**src/common/svg_pkg.sv**
```systemverilog
package svg_pkg;
  // timing base
  localparam int unsigned CLK_MHZ          = 100;     // block clock rate
  localparam int unsigned DIS_DELAY_NS     = 15000;   // power-down disable delay, 15 us
  localparam int unsigned DIS_DELAY_CYC    = (DIS_DELAY_NS * CLK_MHZ + 999) / 1000;
  localparam int unsigned RST_TIMEOUT_MS   = 200;     // reset timeout after supply recovers
  localparam int unsigned RST_TIMEOUT_CYC  = RST_TIMEOUT_MS * CLK_MHZ * 1000;
  localparam int unsigned CNT_W            = 25;      // wide enough for the reset timeout
  localparam int unsigned DIS_CNT_W        = 12;      // wide enough for the disable delay
  // comparator thresholds as documented, in millivolts, for reference only
  localparam int unsigned FAIL_THRESH_MV   = 1250;    // fail sense trip point
  localparam int unsigned BACKUP_MARGIN_MV = 1200;    // fail compare stays live above battery minus this

  // chip-enable gate states
  typedef enum logic [2:0] {
    SVG_GATE_PASS = 3'b001,  // transmission path on
    SVG_GATE_WAIT = 3'b010,  // reset asserted, waiting for select high or delay
    SVG_GATE_OFF  = 3'b100   // path off, output pulled high
  } svg_gate_t;
endpackage : svg_pkg

```
**src/core/svg_ctrl.sv**
```systemverilog
`timescale 1ns/1ps
module svg_ctrl #(
  parameter int unsigned RST_TIMEOUT = svg_pkg::RST_TIMEOUT_CYC,  // shortenable for simulation
  parameter int unsigned DIS_DELAY   = svg_pkg::DIS_DELAY_CYC     // power-down disable delay
) (
  // clock and reset
  input  wire logic sys_clk_in,
  input  wire logic rst_n_in,
  // comparator results, asynchronous to the clock
  input  wire logic below_reset_thresh_in,   // supply below reset threshold
  input  wire logic below_battery_in,        // supply below backup_supply
  input  wire logic fail_sense_low_in,       // fail_sense_input below 1.25 V
  input  wire logic below_batt_margin_in,    // supply below backup_supply minus 1.2 V
  // watchdog side
  input  wire logic watchdog_fault_in,       // fault from watchdog timer
  input  wire logic watchdog_kick_input,     // kick pin, passed on unless in backup
  input  wire logic timing_select_input,     // timing select pin, passed on unless in backup
  output logic      watchdog_kick_out,       // kick toward watchdog timer
  output logic      timing_select_out,       // select toward timing source
  // chip-enable gate
  input  wire logic ce_n_in,                 // gated select input, active low
  output logic      ce_n_out,                // gated select output, active low
  output logic      ce_pass_en_out,          // high while transmission path on
  // status outputs
  output logic      reset_n_out,             // active-low reset
  output logic      reset_out,               // active-high reset
  output logic      low_line_n_out,          // supply-low flag, active low
  output logic      fail_warning_n_out,      // fail_warning_output, active low
  output logic      backup_active_output,    // high in battery-backup mode
  output logic      watchdog_fault_n_out,    // watchdog_fault_output, active low
  output logic      backup_mode_out          // battery-backup mode entered
);
  import svg_pkg::*;

  // two-stage synchronisers for all pin-side inputs
  localparam int unsigned NSYNC = 7;
  logic [NSYNC-1:0] raw_w;
  logic [NSYNC-1:0] s1_q, s2_q;
  assign raw_w = {below_reset_thresh_in, below_battery_in, fail_sense_low_in,
                  below_batt_margin_in, watchdog_kick_input, timing_select_input, ce_n_in};

  genvar gi;
  generate
    for (gi = 0; gi < NSYNC; gi++) begin : g_sync
      // first stage only feeds the second; reset value marks supply bad
      always_ff @(posedge sys_clk_in) begin
        if (!rst_n_in) begin
          s1_q[gi] <= 1'b1;
          s2_q[gi] <= 1'b1;
        end else begin
          s1_q[gi] <= raw_w[gi];
          s2_q[gi] <= s1_q[gi];
        end
      end
    end
  endgenerate

  logic low_s, below_batt_s, fail_low_s, margin_s, kick_s, tsel_s, ce_s;
  assign {low_s, below_batt_s, fail_low_s, margin_s, kick_s, tsel_s, ce_s} = s2_q;

  // backup mode needs both comparators; watchdog fault is same clock, no sync
  logic backup_w;
  assign backup_w = low_s & below_batt_s;

  // reset timeout: counts while supply is good, resets hold until done
  logic [CNT_W-1:0] rst_cnt_q, rst_cnt_d;
  logic             rst_act_q, rst_act_d;
  always_comb begin
    rst_cnt_d = rst_cnt_q;
    rst_act_d = rst_act_q;
    if (low_s || watchdog_fault_in) begin
      rst_cnt_d = '0;
      rst_act_d = 1'b1;
    end else if (rst_act_q) begin
      if (rst_cnt_q >= CNT_W'(RST_TIMEOUT - 1)) begin
        rst_act_d = 1'b0;
      end else begin
        rst_cnt_d = rst_cnt_q + 1'b1;
      end
    end
  end
  // reset state registers; reset comes up asserted
  always_ff @(posedge sys_clk_in) begin
    if (!rst_n_in) begin
      rst_cnt_q <= '0;
      rst_act_q <= 1'b1;
    end else begin
      rst_cnt_q <= rst_cnt_d;
      rst_act_q <= rst_act_d;
    end
  end

  // chip-enable gate state machine
  svg_gate_t          gate_q, gate_d;
  logic [DIS_CNT_W-1:0] dis_cnt_q, dis_cnt_d;
  always_comb begin
    gate_d    = gate_q;
    dis_cnt_d = dis_cnt_q;
    case (gate_q)
      SVG_GATE_PASS: begin
        dis_cnt_d = '0;
        if (rst_act_d) begin
          // a select already high closes at once, otherwise let the cycle finish
          gate_d = ce_s ? SVG_GATE_OFF : SVG_GATE_WAIT;
        end
      end
      SVG_GATE_WAIT: begin
        dis_cnt_d = dis_cnt_q + 1'b1;
        if (!rst_act_q) begin
          gate_d = SVG_GATE_PASS;
        end else if (ce_s || dis_cnt_q >= DIS_CNT_W'(DIS_DELAY - 1)) begin
          gate_d = SVG_GATE_OFF;
        end
      end
      SVG_GATE_OFF: begin
        dis_cnt_d = '0;
        // select activity ignored until reset ends
        if (!rst_act_q) begin
          gate_d = SVG_GATE_PASS;
        end
      end
      default: gate_d = SVG_GATE_OFF;
    endcase
  end
  // gate registers; come up closed as at power-up
  always_ff @(posedge sys_clk_in) begin
    if (!rst_n_in) begin
      gate_q    <= SVG_GATE_OFF;
      dis_cnt_q <= '0;
    end else begin
      gate_q    <= gate_d;
      dis_cnt_q <= dis_cnt_d;
    end
  end

  // output next values; fail compare feeds only its own pin
  logic ce_d, fail_n_d, batt_d, wdf_n_d, kick_d, tsel_d;
  always_comb begin
    ce_d     = (gate_q == SVG_GATE_OFF) ? 1'b1 : ce_s;
    fail_n_d = ~fail_low_s;
    if (backup_w && margin_s) begin
      fail_n_d = 1'b0;
    end
    batt_d  = below_batt_s | backup_w;
    wdf_n_d = backup_w ? 1'b1 : ~watchdog_fault_in;
    kick_d  = backup_w ? 1'b0 : kick_s;
    tsel_d  = backup_w ? 1'b0 : tsel_s;
  end
  // output flops
  logic ce_q, fail_n_q, batt_q, wdf_n_q, kick_q, tsel_q, low_q, bk_q;
  always_ff @(posedge sys_clk_in) begin
    if (!rst_n_in) begin
      ce_q     <= 1'b1;
      fail_n_q <= 1'b0;
      batt_q   <= 1'b0;
      wdf_n_q  <= 1'b1;
      kick_q   <= 1'b0;
      tsel_q   <= 1'b0;
      low_q    <= 1'b0;
      bk_q     <= 1'b0;
    end else begin
      ce_q     <= ce_d;
      fail_n_q <= fail_n_d;
      batt_q   <= batt_d;
      wdf_n_q  <= wdf_n_d;
      kick_q   <= kick_d;
      tsel_q   <= tsel_d;
      low_q    <= ~low_s;
      bk_q     <= backup_w;
    end
  end

  assign ce_n_out             = ce_q;
  assign ce_pass_en_out       = (gate_q != SVG_GATE_OFF);
  assign reset_n_out          = ~rst_act_q;
  assign reset_out            = rst_act_q;
  assign low_line_n_out       = low_q;
  assign fail_warning_n_out   = fail_n_q;
  assign backup_active_output = batt_q;
  assign watchdog_fault_n_out = wdf_n_q;
  assign watchdog_kick_out    = kick_q;
  assign timing_select_out    = tsel_q;
  assign backup_mode_out      = bk_q;

  // cycles spent waiting, helper for the disable delay check only
  logic [DIS_CNT_W-1:0] wait_len_q, wait_len_d;
  always_comb begin
    wait_len_d = (gate_q == SVG_GATE_WAIT) ? wait_len_q + 1'b1 : '0;
  end
  // helper register; a delay range would unroll too far at the real delay
  always_ff @(posedge sys_clk_in) begin
    if (!rst_n_in) begin
      wait_len_q <= '0;
    end else begin
      wait_len_q <= wait_len_d;
    end
  end

  // checks
  chk_off_forces_high: assert property (@(posedge sys_clk_in) disable iff (!rst_n_in)
    gate_q == SVG_GATE_OFF |=> ce_n_out) else $error("select out not high while off");
  chk_reset_closes_gate: assert property (@(posedge sys_clk_in) disable iff (!rst_n_in)
    rst_act_q |-> gate_q != SVG_GATE_PASS) else $error("gate open during reset");
  chk_wait_bounded: assert property (@(posedge sys_clk_in) disable iff (!rst_n_in)
    gate_q == SVG_GATE_WAIT |-> wait_len_q < DIS_CNT_W'(DIS_DELAY))
    else $error("disable delay overran");
  chk_pass_follows: assert property (@(posedge sys_clk_in) disable iff (!rst_n_in)
    gate_q == SVG_GATE_PASS |=> ce_n_out == $past(ce_s)) else $error("select not passed");
  chk_low_line: assert property (@(posedge sys_clk_in) disable iff (!rst_n_in)
    low_s |=> !low_line_n_out) else $error("low-line not low");
  chk_low_resets: assert property (@(posedge sys_clk_in) disable iff (!rst_n_in)
    low_s |=> reset_out && !reset_n_out) else $error("reset not asserted");
  chk_backup_batt: assert property (@(posedge sys_clk_in) disable iff (!rst_n_in)
    backup_w |=> backup_active_output && watchdog_fault_n_out && !watchdog_kick_out && !timing_select_out)
    else $error("backup outputs wrong");
  chk_batt_low: assert property (@(posedge sys_clk_in) disable iff (!rst_n_in)
    !below_batt_s |=> !backup_active_output) else $error("backup indicator high");
  chk_fail_follow: assert property (@(posedge sys_clk_in) disable iff (!rst_n_in)
    !backup_w |=> fail_warning_n_out == !$past(fail_low_s)) else $error("fail warning wrong");
  chk_fail_forced: assert property (@(posedge sys_clk_in) disable iff (!rst_n_in)
    backup_w && margin_s |=> !fail_warning_n_out) else $error("fail warning not forced");
endmodule : svg_ctrl

```
**config.mk**
```make
export PLATFORM = sky130hd
export DESIGN_NAME = svg_ctrl
export DESIGN_NICKNAME = d
export VERILOG_FILES = /design/src/common/svg_pkg.sv /design/src/core/svg_ctrl.sv
export SDC_FILE = /design/constraint.sdc
export NUM_CORES = 1
export LEC_CHECK = 0
export ABC_AREA = 1
export BUFFER_PORTS_ARGS = -buffer_cell sky130_fd_sc_hd__buf_2
export CAP_MARGIN = 20
export CORE_MARGIN = 2
export CORE_UTILIZATION = 30
export CTS_BUF_LIST = sky130_fd_sc_hd__clkbuf_8 sky130_fd_sc_hd__clkbuf_16
export DETAILED_ROUTE_END_ITERATION = 12
export GPL_TIMING_DRIVEN = 0
export PLACE_DENSITY_LB_ADDON = 0.3
export SKIP_CTS_REPAIR_TIMING = 1
export SLEW_MARGIN = 20
export SYNTH_ARGS = -nofsm -noshare
export SYNTH_HDL_FRONTEND = slang
export SYNTH_SLANG_ARGS = --single-unit
```
**constraint.sdc**
```tcl
create_clock -name sys_clk_in -period 1.64 [get_ports sys_clk_in]
set_input_delay 0.328 -clock sys_clk_in [delete_from_list [all_inputs] [get_ports sys_clk_in]]
set_output_delay 0.328 -clock sys_clk_in [all_outputs]
set_load 0.02 [all_outputs]
```
==> results of run 1 <==
-- where the power goes --
part	total [mW]	leakage [nW]	internal, mW	switching [mW]
clock	1.56	0.108	0.873	0.684
sequential	1.63	0.517	1.59	0.0411
combinational	0.530	0.936	0.187	0.343
-- through the flow --
| stage | TNS [ns] | cells |
|---|---|---|
| 2_1_floorplan | 0 | 451 |
| 3_3_place_gp | -7.31 | 606 |
| 3_5_place_dp | -7.99 | 606 |
| 4_1_cts | -8.54 | 622 |
| 5_1_grt | -5.14 | 631 |
| 6_report | -2.29 | 631 |
-- layout make-up --
cell class / count / area share
Multi-Input combinational cell: 327 / 0.450
Sequential cell: 63 / 0.328
Timing Repair Buffer: 28 / 0.0464
Inverter: 47 / 0.0461
Tap cell: 136 / 0.0438
Clock buffer: 9 / 0.0319
Buffer: 14 / 0.0271
Clock inverter: 7 / 0.0267
-- routing by layer --
| layer | up-vias | GRT usage | wire, um |
|---|---|---|---|
| met4 | 0 | 0.0545 | 183 |
| met2 | 64 | 0.245 | 3870 |
| met1 | 1381 | 0.177 | 3520 |
| met5 | - | 0 | 0 |
| li1 | 1535 | - | - |
| met3 | 18 | 0.0343 | 430 |
-- cells in the mapped netlist --
cell,instances
o21ai_0,13
buf_6,2
buf_1,2
clkinv_1,1
o21ai_2,1
nor2_2,1
a21oi_1,37
nand3_2,2
buf_4,2
inv_1,46
nand2_2,4
a311o_1,1
nand2_4,1
buf_2,2
nand3_1,18
nor2_4,2
nand4_1,24
nand2_1,116
nor2_1,57
xor2_1,10
a211oi_1,1
xnor2_1,5
dfxtp_1,63
or2_2,14
nor3_1,10
clkbuf_1,6
o221ai_1,1
nand2b_1,1
ha_1,2
nand3b_1,5
o21bai_1,1
-- worst max-delay path, delay by kind of cell, from the launching register on --
| family | cells | cell delay (ns) |
|---|---|---|
| simple gates | 11 | 0.90 |
| flops | 1 | 0.40 |
| buf+inv | 2 | 0.22 |
| fa+ha+maj | 1 | 0.17 |
-- final timing paths --
kind | endpoint | cells past startpoint | slack [ns] | from
max | gate_q[1]$_SDFFE_PN0P_ | 14 | -0.12 | rst_cnt_q[0]$_SDFFE_PP0P_
min | s1_q[3]$_SDFF_PN1_ | 2 | 0.16 | below_batt_margin_in
max reg2reg | gate_q[1]$_SDFFE_PN0P_ | 14 | -0.12 | rst_cnt_q[0]$_SDFFE_PP0P_
min reg2reg | low_s$_SDFF_PN1_ | 1 | 0.42 | s1_q[6]$_SDFF_PN1_
-- state kept, by name, indices dropped and copies added (netlist names), 3 cells and up --
name and flops:
dis_cnt_q 12, gate_q 3, rst_cnt_q 25, s1_q 7
-- logic make-up (layout without fill, tap and decap cells) --
| group | after synthesis | in the layout | synth area share |
|---|---|---|---|
| AND/OR/NAND/NOR | 255 | 255 | 0.370 |
| buffers and inverters | 61 | 105 | 0.0814 |
| XOR/XNOR | 15 | 15 | 0.0421 |
| AO/OA/AOI/OAI | 55 | 55 | 0.0938 |
| flip-flops | 63 | 63 | 0.404 |
| adder cells (fa/ha/maj) | 2 | 2 | 0.00802 |
-- placed cells by master, fill, tap and decap left out, types with 3 or more instances in the layout --
master / count
nand2_1: 108
clkbuf_8: 9
nand3_1: 15
dfxtp_1: 56
or2_2: 14
xnor2_1: 5
xor2_1: 10
a21oi_2: 7
nor2_4: 3
nand2_2: 8
inv_1: 45
buf_2: 23
nand4_1: 24
clkbuf_1: 3
nor3_1: 8
buf_4: 8
a21oi_1: 30
nor2_2: 6
nand2_4: 5
nor2_1: 51
nand3_2: 3
dfxtp_2: 5
o21ai_0: 12
nand3b_1: 5
buf_8: 3
==> summary.md, run 1 <==
| Metric | Value |
|---|---|
| Total die area | `0.0112 mm2` |
| Post-layout minimum cycle time | `1.76 ns` |
| Core occupancy in the finished layout | `0.380` |
| CTS max path bufs | `2` |
| #FFs+latches synth | `63` |
| Top cell type by total area after synthesis | `dfxtp_1` |
| Final weighted congestion of routability-driven global placement | `0.953` |
| Via count of the first global-routing pass | `2685` |
| Total congestion overflow after global routing | `0` |
| Routed wirelength normalized by instance count | `12.7 um` |
| Power density normalized to cell area | `956 mW/mm2` |
| Remaining DRCs | `0` |
| Result of the run | `finished, violations left` |
| Final worst-path setup slack | `-0.125 ns` |
| Final Cycle Share | `1.08` |
| Count of unique library cells instantiated by Yosys | `31` |
| Violations in the final reports | `setup timing` |
| Total leakage power | `1.56 nW` |
| Number of nets still failing antenna checks after routing | `0` |
| Post-Synthesis Net Count | `463` |
| TritonRoute pass-1 iters | `4` |
| Register area share after synthesis | `0.404` |
| Area post-placement | `0.00339 mm2` |
| Ys Warns | `0` |
| Largest net degree at the start of global routing | `14` |
| Via-to-Cell Ratio | `4.75` |
| Post-Place Worst Slack | `-0.353 ns` |
| Cell-by-cell trace of the critical path | `ha_4 > nand2_4 > inv_4 > nand2_4 > nor2_4 > nand3_2 > nand2_2 > nand2_4 > nand3_4 > buf_8 > nand2_4 > nand2_2 > nor2_2 > nor2_2` |
| Class of the most critical hold timing path | `primary input to flop` |
| Total Wirelength | `8.00 mm` |
| Startpoint-to-endpoint class of the critical path | `flop to flop` |
| Number of H-tree levels | `3` |
| Number of antenna violations at the first check in global routing | `0` |
| Gate count after technology mapping | `451` |
| Unrepaired setup endpoints after global routing | `true` |
| Hold_ws | `0.156 ns` |
| Half-perimeter wire length after placement | `5.70 mm` |
| Slowest cell on the critical path | `dfxtp_4` |
| Summed area of non-filler cells in the final layout | `0.00388 mm2` |
| Total via count after detailed routing | `2998` |
| Register area | `0.00127 mm2` |
| Total CTS buffers | `9` |
| Worst Clk Skew | `0.0160 ns` |
| CTS root buffer | `clkbuf_8` |
| Area overhead of the layout relative to synthesis | `24.5%` |
| Top-level port count | `21` |
| Total count of max-transition violations in the final report | `0` |
| Global routing usage summed across all routing layers | `0.144` |
| Buffers on Ports | `19` |
| Nets | `502` |
| Peak fanout along the critical path | `5` |
| Post-route total power | `3.72 mW` |
| Die width | `106 um` |
| Max VDD drop | `0.821 mV` |
| Count of routing violations after the opening detailed-route iteration | `150` |
| Hold violation count in the final report | `0` |
| Clock slew at reported path FFs | `0.09 ns` |
| Ant diodes | `0` |
| Initial Util | `0.305` |
| Global-route wire length before repair | `12.8 mm` |
| Sink count of the clock tree | `63` |
| Clock tree from TritonCTS | `done` |
| Post-Syn Area | `0.00312 mm2` |
| CP peak stage delay | `0.40 ns` |
| Nature of the critical path endpoint | `flop` |
| Final-layout fill cell count | `1067` |
| Startpoint type of the worst setup path | `flop` |
| Worst-Margin Slew | `0.591 ns` |
| Latest clock arrival within the worst-skew pair | `0.35 ns` |
| Core Area | `0.0102 mm2` |
| Worst endpoint required time | `1.92 ns` |
| Count of max-cap constraint violations | `0` |
| Top cells by area, synth | `dfxtp_1 40%, nand2_1 14%, nor2_1 6.9%, a21oi_1 5.9%, inv_1 5.5%` |
| Max-Slew Margin vs Limit | `0.606` |
| Combined area of the multi-input logic cells | `0.00175 mm2` |
| WP data arrival | `2.05 ns` |
| Layout cells sized above 1 | `0.236` |
| Post-Synthesis Mean Instance Area | `6.92 um2` |
| DIE HEIGHT | `106 um` |
| Cell Rows | `37` |
| Maximum clock frequency | `567 MHz` |
| Critical path's most frequent cell | `nand2_4` |
| Endpoints failing setup | `29` |
| Share of the synthesized area in the top cell type | `0.404` |
Power figures use the tool's default switching activity.
==> run 2: changes to the inputs <==
Settings changed: CTS_BUF_LIST sky130_fd_sc_hd__clkbuf_8 sky130_fd_sc_hd__clkbuf_16 to sky130_fd_sc_hd__clkbuf_16.
==> run 2 against run 1 <==
The run still ends with setup timing left. Global-route usage rose by 0.065 points. Clock skew fell by 0.0066 ns. First-iteration DRC count fell by 2.0%. Final cell count fell by 0.16%. Non-clock buffer count fell by 1. Sequential cell count did not move. Clock power rose by 35%. Critical path type unchanged.
==> summary.md, run 2 (synthesis gave the netlist of run 1 again) <==
| Metric | Value |
|---|---|
| Peak fanout along the critical path | `5` |
| Routed wirelength normalized by instance count | `12.8 um` |
| Startpoint type of the worst setup path | `flop` |
| CP peak stage delay | `0.39 ns` |
| Remaining DRCs | `0` |
| Half-perimeter wire length after placement | `5.70 mm` |
| CTS root buffer | `clkbuf_16` |
| Nets | `501` |
| Hold_ws | `0.174 ns` |
| Flip-flop count of the largest register after layout | `25` |
| Area overhead of the layout relative to synthesis | `27.5%` |
| Worst Clk Skew | `0.00932 ns` |
| Number of nets still failing antenna checks after routing | `0` |
| Most flops, register | `rst_cnt_q` |
| Total leakage power | `1.58 nW` |
| Total Wirelength | `8.05 mm` |
| Unrepaired setup endpoints after global routing | `true` |
| Nature of the critical path endpoint | `flop` |
| Total count of max-transition violations in the final report | `0` |
| Sink count of the clock tree | `63` |
| Max-Slew Margin vs Limit | `0.584` |
| Violations in the final reports | `setup timing` |
| Buffers on Ports | `19` |
| Category of cells accounting for the largest share of critical-path delay | `simple AND/OR/NAND/NOR gates` |
| Area post-placement | `0.00339 mm2` |
| Top-level port count | `21` |
| DIE HEIGHT | `106 um` |
| CTS max path bufs | `2` |
| Total die area | `0.0112 mm2` |
| Cell Rows | `37` |
| Power density normalized to cell area | `1070 mW/mm2` |
| Global-route wire length before repair | `12.8 mm` |
| Initial Util | `0.305` |
| CP bufs+invs | `2` |
| Class of the most critical hold timing path | `primary input to flop` |
| Worst-Margin Slew | `0.624 ns` |
| TritonRoute pass-1 iters | `4` |
| Worst endpoint required time | `1.91 ns` |
| Via count of the first global-routing pass | `2672` |
| Die width | `106 um` |
| Startpoint-to-endpoint class of the critical path | `flop to flop` |
| WP data arrival | `2.00 ns` |
| Total congestion overflow after global routing | `0` |
| Hold violation count in the final report | `0` |
| Endpoints failing setup | `28` |
| Post-route insts no fill | `630` |
| Max VDD drop | `0.854 mV` |
| Most common cell after layout, fill and taps aside | `nand2_1` |
| Number of H-tree levels | `3` |
| Core Area | `0.0102 mm2` |
| Total via count after detailed routing | `3019` |
| Count of max-cap constraint violations | `0` |
| Final Cycle Share | `1.06` |
| Global routing usage summed across all routing layers | `0.145` |
| Largest net degree at the start of global routing | `14` |
| Cell-by-cell trace of the critical path | `ha_4 > nand2_4 > inv_4 > nand2_4 > nor2_4 > nand3_2 > nand2_2 > nand2_4 > nand3_4 > buf_8 > nand2_8 > nand2_2 > nor2_2 > nor2_2` |
| Final worst-path setup slack | `-0.0949 ns` |
| Number of antenna violations at the first check in global routing | `0` |
| Clock slew at reported path FFs | `0.06 ns` |
| Summed area of non-filler cells in the final layout | `0.00398 mm2` |
| Final weighted congestion of routability-driven global placement | `0.953` |
| Post-Place Worst Slack | `-0.353 ns` |
| Critical path's most frequent cell | `nand2_4` |
| Slowest cell on the critical path | `dfxtp_4` |
| Layout cells sized above 1 | `0.229` |
| Ant diodes | `0` |
| Top library cells by usage in the layout, fill and taps aside | `110 x nand2_1, 56 x dfxtp_1, 52 x nor2_1` |
| Latest clock arrival within the worst-skew pair | `0.33 ns` |
| Count of placed standard cells including taps | `606` |
| Total CTS buffers | `9` |
| Post-layout minimum cycle time | `1.73 ns` |
| Result of the run | `finished, violations left` |
| Count of routing violations after the opening detailed-route iteration | `147` |
| Via-to-Cell Ratio | `4.79` |
| Regs by FF count | `rst_cnt_q x25, dis_cnt_q x12, s1_q x7` |
| Clock tree from TritonCTS | `done` |
| Maximum clock frequency | `576 MHz` |
-- run 2: cell types whose count changed in the layout (fill, tap and decap cells not counted), sizes merged --
cell / delta
clkbuf: +1
buf: -2
-- run 2: per-layer routing --
layer	vias to the layer above	global-route usage	wire [um]
met5	-	0	0
met4	0	0.0686	195
met3	18	0.0251	396
met2	65	0.244	3880
met1	1397	0.180	3570
li1	1539	-	-
-- run 2: final cells by class --
cell class / instances / area (um2)
plain buffers: 14 / 104
clock buffers: 9 / 225
clock inverters: 7 / 104
fillers: 1054 / 6250
inverters: 47 / 179
multi-input cells: 327 / 1750
flip-flops and latches: 63 / 1280
well taps: 136 / 170
repair buffers: 27 / 173
-- run 2: metrics by stage --
step	setup TNS, ns	total power, mW	util
2_1_floorplan	0	2.03	-
6_report	-1.57	4.27	0.389
5_1_grt	-4.49	4.45	0.389
4_1_cts	-8.33	4.25	0.364
3_3_place_gp	-7.31	2.14	0.332
3_5_place_dp	-7.99	2.14	0.332
-- run 2: final timing paths --
kind	slack [ns]	start	cells after the start	endpoint
worst max-delay path	-0.09	rst_cnt_q[0]$_SDFFE_PP0P_	14	gate_q[1]$_SDFFE_PN0P_
worst max register to register	-0.09	rst_cnt_q[0]$_SDFFE_PP0P_	14	gate_q[1]$_SDFFE_PN0P_
worst min register to register	0.41	s1_q[3]$_SDFF_PN1_	1	margin_s$_SDFF_PN1_
worst min-delay path	0.17	below_batt_margin_in	2	s1_q[3]$_SDFF_PN1_
-- run 2: worst reg2reg max path, stage by stage, from the launching register on --
cell and delay (ns):
dfxtp_4 0.39, ha_4 0.16, nand2_4 0.05, inv_4 0.07, nand2_4 0.06, nor2_4 0.17
nand3_2 0.09, nand2_2 0.08, nand2_4 0.07, nand3_4 0.13, buf_8 0.15, nand2_8 0.06
nand2_2 0.07, nor2_2 0.03, nor2_2 0.08
-- run 2: power by group --
group | internal [mW] | switching, mW | total (mW) | leakage [nW]
Combinational | 0.187 | 0.344 | 0.531 | 0.910
Sequential | 1.59 | 0.0406 | 1.63 | 0.517
Clock | 1.35 | 0.760 | 2.11 | 0.154
==> run 3: changes to the inputs <==
Settings changed: CELL_PAD_IN_SITES_DETAIL_PLACEMENT set to 0, CELL_PAD_IN_SITES_GLOBAL_PLACEMENT set to 1, CTS_BUF_LIST sky130_fd_sc_hd__clkbuf_16 to sky130_fd_sc_hd__clkbuf_8, SKIP_LAST_GASP set to 1.
==> run 3 against run 2 <==
Critical endpoint is now gate_q[2]$_SDFFE_PN1P_. Fmax decreased by 1.2%. The flow still finishes with violations (setup timing). Via count increased by 0.70%. Non-clock buffer count grew 7. Combinational power shrank 5.1%. Register-to-register slack got worse by 0.02 ns. Die area did not move. Worst hold slack got worse by 0.013 ns. Critical path depth shrank 1. Cell area is 2.7% higher. Sequential power hardly changed. Power down 13%. Largest power group is now sequential cells. Worst setup slack got worse by 0.021 ns.
==> summary.md, run 3 (synthesis gave the netlist of run 1 again) <==
| Metric | Value |
|---|---|
| Result of the run | `finished, violations left` |
| Violations in the final reports | `setup timing` |
| Total congestion overflow after global routing | `0` |
| Top library cells by usage in the layout, fill and taps aside | `98 x nand2_1, 53 x nor2_1, 47 x dfxtp_1` |
| Reg-to-reg critical path startpoint | `rst_cnt_q[0]$_SDFFE_PP0P_` |
| Buffers on Ports | `19` |
| Number of H-tree levels | `3` |
| Combined area of the multi-input logic cells | `0.00185 mm2` |
| Switching power total | `1.06 mW` |
| Latest clock arrival within the worst-skew pair | `0.35 ns` |
| Power density normalized to cell area | `903 mW/mm2` |
| Max-Slew Margin vs Limit | `0.468` |
| Ant diodes | `0` |
| Layout cells sized above 1 | `0.297` |
| Total leakage power | `1.76 nW` |
| DIE HEIGHT | `106 um` |
| Initial Util | `0.305` |
| Register area | `0.00129 mm2` |
| Nets | `508` |
| Switching power share of the total | `0.286` |
| Clock network fraction of total power | `0.425` |
| Area overhead of the layout relative to synthesis | `31.0%` |
| Total CTS buffers | `9` |
| Part of the total power dissipated in sequential elements | `0.439` |
| Cell-by-cell trace of the critical path | `ha_4 > nand2_4 > inv_4 > nand2_4 > nor2_4 > nand3_2 > nand2_2 > nand2_4 > nand3_4 > buf_8 > nand2_4 > nand3_1 > nand3_1` |
| Regs by FF count | `rst_cnt_q x25, dis_cnt_q x12, s1_q x7` |
| Cell internal pwr | `2.64 mW` |
| Hold violation count in the final report | `0` |
| Class of the most critical hold timing path | `primary input to flop` |
| Unrepaired setup endpoints after global routing | `true` |
| Post-layout minimum cycle time | `1.76 ns` |
| Count of max-cap constraint violations | `0` |
| Peak fanout along the critical path | `7` |
| Sink count of the clock tree | `63` |
| Worst Clk Skew | `0.00873 ns` |
| Most common cell after layout, fill and taps aside | `nand2_1` |
| Cell Rows | `37` |
| Remaining DRCs | `0` |
| End point of the critical path | `gate_q[2]$_SDFFE_PN1P_` |
| Clock slew at reported path FFs | `0.08 ns` |
| Largest net degree at the start of global routing | `14` |
| CTS root buffer | `clkbuf_8` |
| Count of routing violations after the opening detailed-route iteration | `203` |
| Via count of the first global-routing pass | `2776` |
| Worst endpoint required time | `1.87 ns` |
| Slowest cell on the critical path | `dfxtp_4` |
| Clock tree from TritonCTS | `done` |
| CP Launch Point | `rst_cnt_q[0]$_SDFFE_PP0P_` |
| Summed negative setup slack over all endpoints | `-1.84 ns` |
| Global-route wire length before repair | `13.6 mm` |
| Half-perimeter wire length after placement | `6.00 mm` |
| Via-to-Cell Ratio | `4.77` |
| CP peak stage delay | `0.38 ns` |
| Endpoint of the worst-slack reg-to-reg timing path | `gate_q[2]$_SDFFE_PN1P_` |
| Total count of max-transition violations in the final report | `0` |
| Setup slack, reg-to-reg | `-0.12 ns` |
| Reg2reg path depth | `13` |
| Die width | `106 um` |
| Total die area | `0.0112 mm2` |
| Final worst-path setup slack | `-0.115 ns` |
| Final Cycle Share | `1.07` |
| CTS max path bufs | `2` |
| Startpoint-to-endpoint class of the critical path | `flop to flop` |
| Final-layout fill cell count | `1059` |
| Critical path's most frequent cell | `nand2_4` |
| Endpoints failing setup | `29` |
| Number of nets still failing antenna checks after routing | `0` |
| Final weighted congestion of routability-driven global placement | `0.872` |
| Startpoint type of the worst setup path | `flop` |
| Nature of the critical path endpoint | `flop` |
| Total via count after detailed routing | `3040` |
| WP data arrival | `1.98 ns` |
| Number of antenna violations at the first check in global routing | `0` |
| Worst-Margin Slew | `0.797 ns` |
| Top-level port count | `21` |
| Post-Place Worst Slack | `-0.316 ns` |
| TritonRoute pass-1 iters | `5` |
| Total Wirelength | `8.65 mm` |
| Core Area | `0.0102 mm2` |
| Flip-flop count of the largest register after layout | `25` |
| Most flops, register | `rst_cnt_q` |
| Combinational fraction of design power | `0.137` |
| Global routing usage summed across all routing layers | `0.154` |
| Routed wirelength normalized by instance count | `13.6 um` |
| Max VDD drop | `0.859 mV` |
| Maximum clock frequency | `570 MHz` |
-- run 3: cell count changes in the layout (fill, tap and decap cells not counted), moves of 3 or more --
cell and delta:
dfxtp_1 -9, clkbuf_16 -7, a21oi_1 -9, nand2_2 +4
buf_4 +3, a21oi_2 +9, dfxtp_2 +9, nor2_2 -3
nand2_4 +9, nand2_1 -12, clkbuf_8 +9
-- run 3: cell type report --
class	instances	area share
buffer	14	0.0266
clock buffer	9	0.0303
clock inverter	7	0.0254
inverter	47	0.0438
multi-input combinational	327	0.452
sequential	63	0.315
tap	136	0.0416
timing repair buffer	34	0.0655
-- run 3: metrics by stage --
step	hold WS (ns)	power (mW)	std cells	instance area [um2]	utilization
3_5_place_dp	0.398	2.15	606	3390	0.332
4_1_cts	0.141	3.74	622	3620	0.354
5_1_grt	0.139	3.89	637	4090	0.400
3_3_place_gp	0.394	2.14	606	3390	0.332
6_report	0.161	3.69	637	4090	0.400
2_1_floorplan	0.393	2.03	451	3130	-
-- run 3: how the worst min path moves through the flow --
stage,startpoint,endpoint,slack (ns),cells past startpoint
after floorplan,s1_q[5]$_SDFF_PN1_,below_batt_s$_SDFF_PN1_,0.39,1
after detailed placement,s1_q[3]$_SDFF_PN1_,margin_s$_SDFF_PN1_,0.40,1
after global routing,below_battery_in,s1_q[5]$_SDFF_PN1_,0.14,2
after global placement,s1_q[2]$_SDFF_PN1_,kick_s$_SDFF_PN1_,0.39,1
after CTS,below_battery_in,s1_q[5]$_SDFF_PN1_,0.14,2
final,fail_sense_low_in,s1_q[4]$_SDFF_PN1_,0.16,2
-- run 3: worst max-delay path: cells and delay by family (launching register included) --
family / cells / cell delay (ns)
simple gates: 10 / 0.87
buf+inv: 2 / 0.23
fa+ha+maj: 1 / 0.16
flops: 1 / 0.38
-- run 3: routing by layer --
metal,wire [um],global-route usage,vias to the layer above
met1,3870,0.200,1400
met4,126,0.0451,0
met3,503,0.0380,14
met2,4150,0.253,77
li1,-,-,1549
met5,0,0,-
-- run 3: power by group through the flow --
| stage | clock network (mW) | registers [mW] | logic (mW) |
|---|---|---|---|
| finish | 1.57 | 1.62 | 0.504 |
| global route | 1.69 | 1.63 | 0.570 |
| CTS | 1.63 | 1.62 | 0.494 |
| detailed placement | 0 | 1.66 | 0.492 |
| global placement | 0 | 1.65 | 0.490 |
| floorplan | 0 | 1.66 | 0.367 |
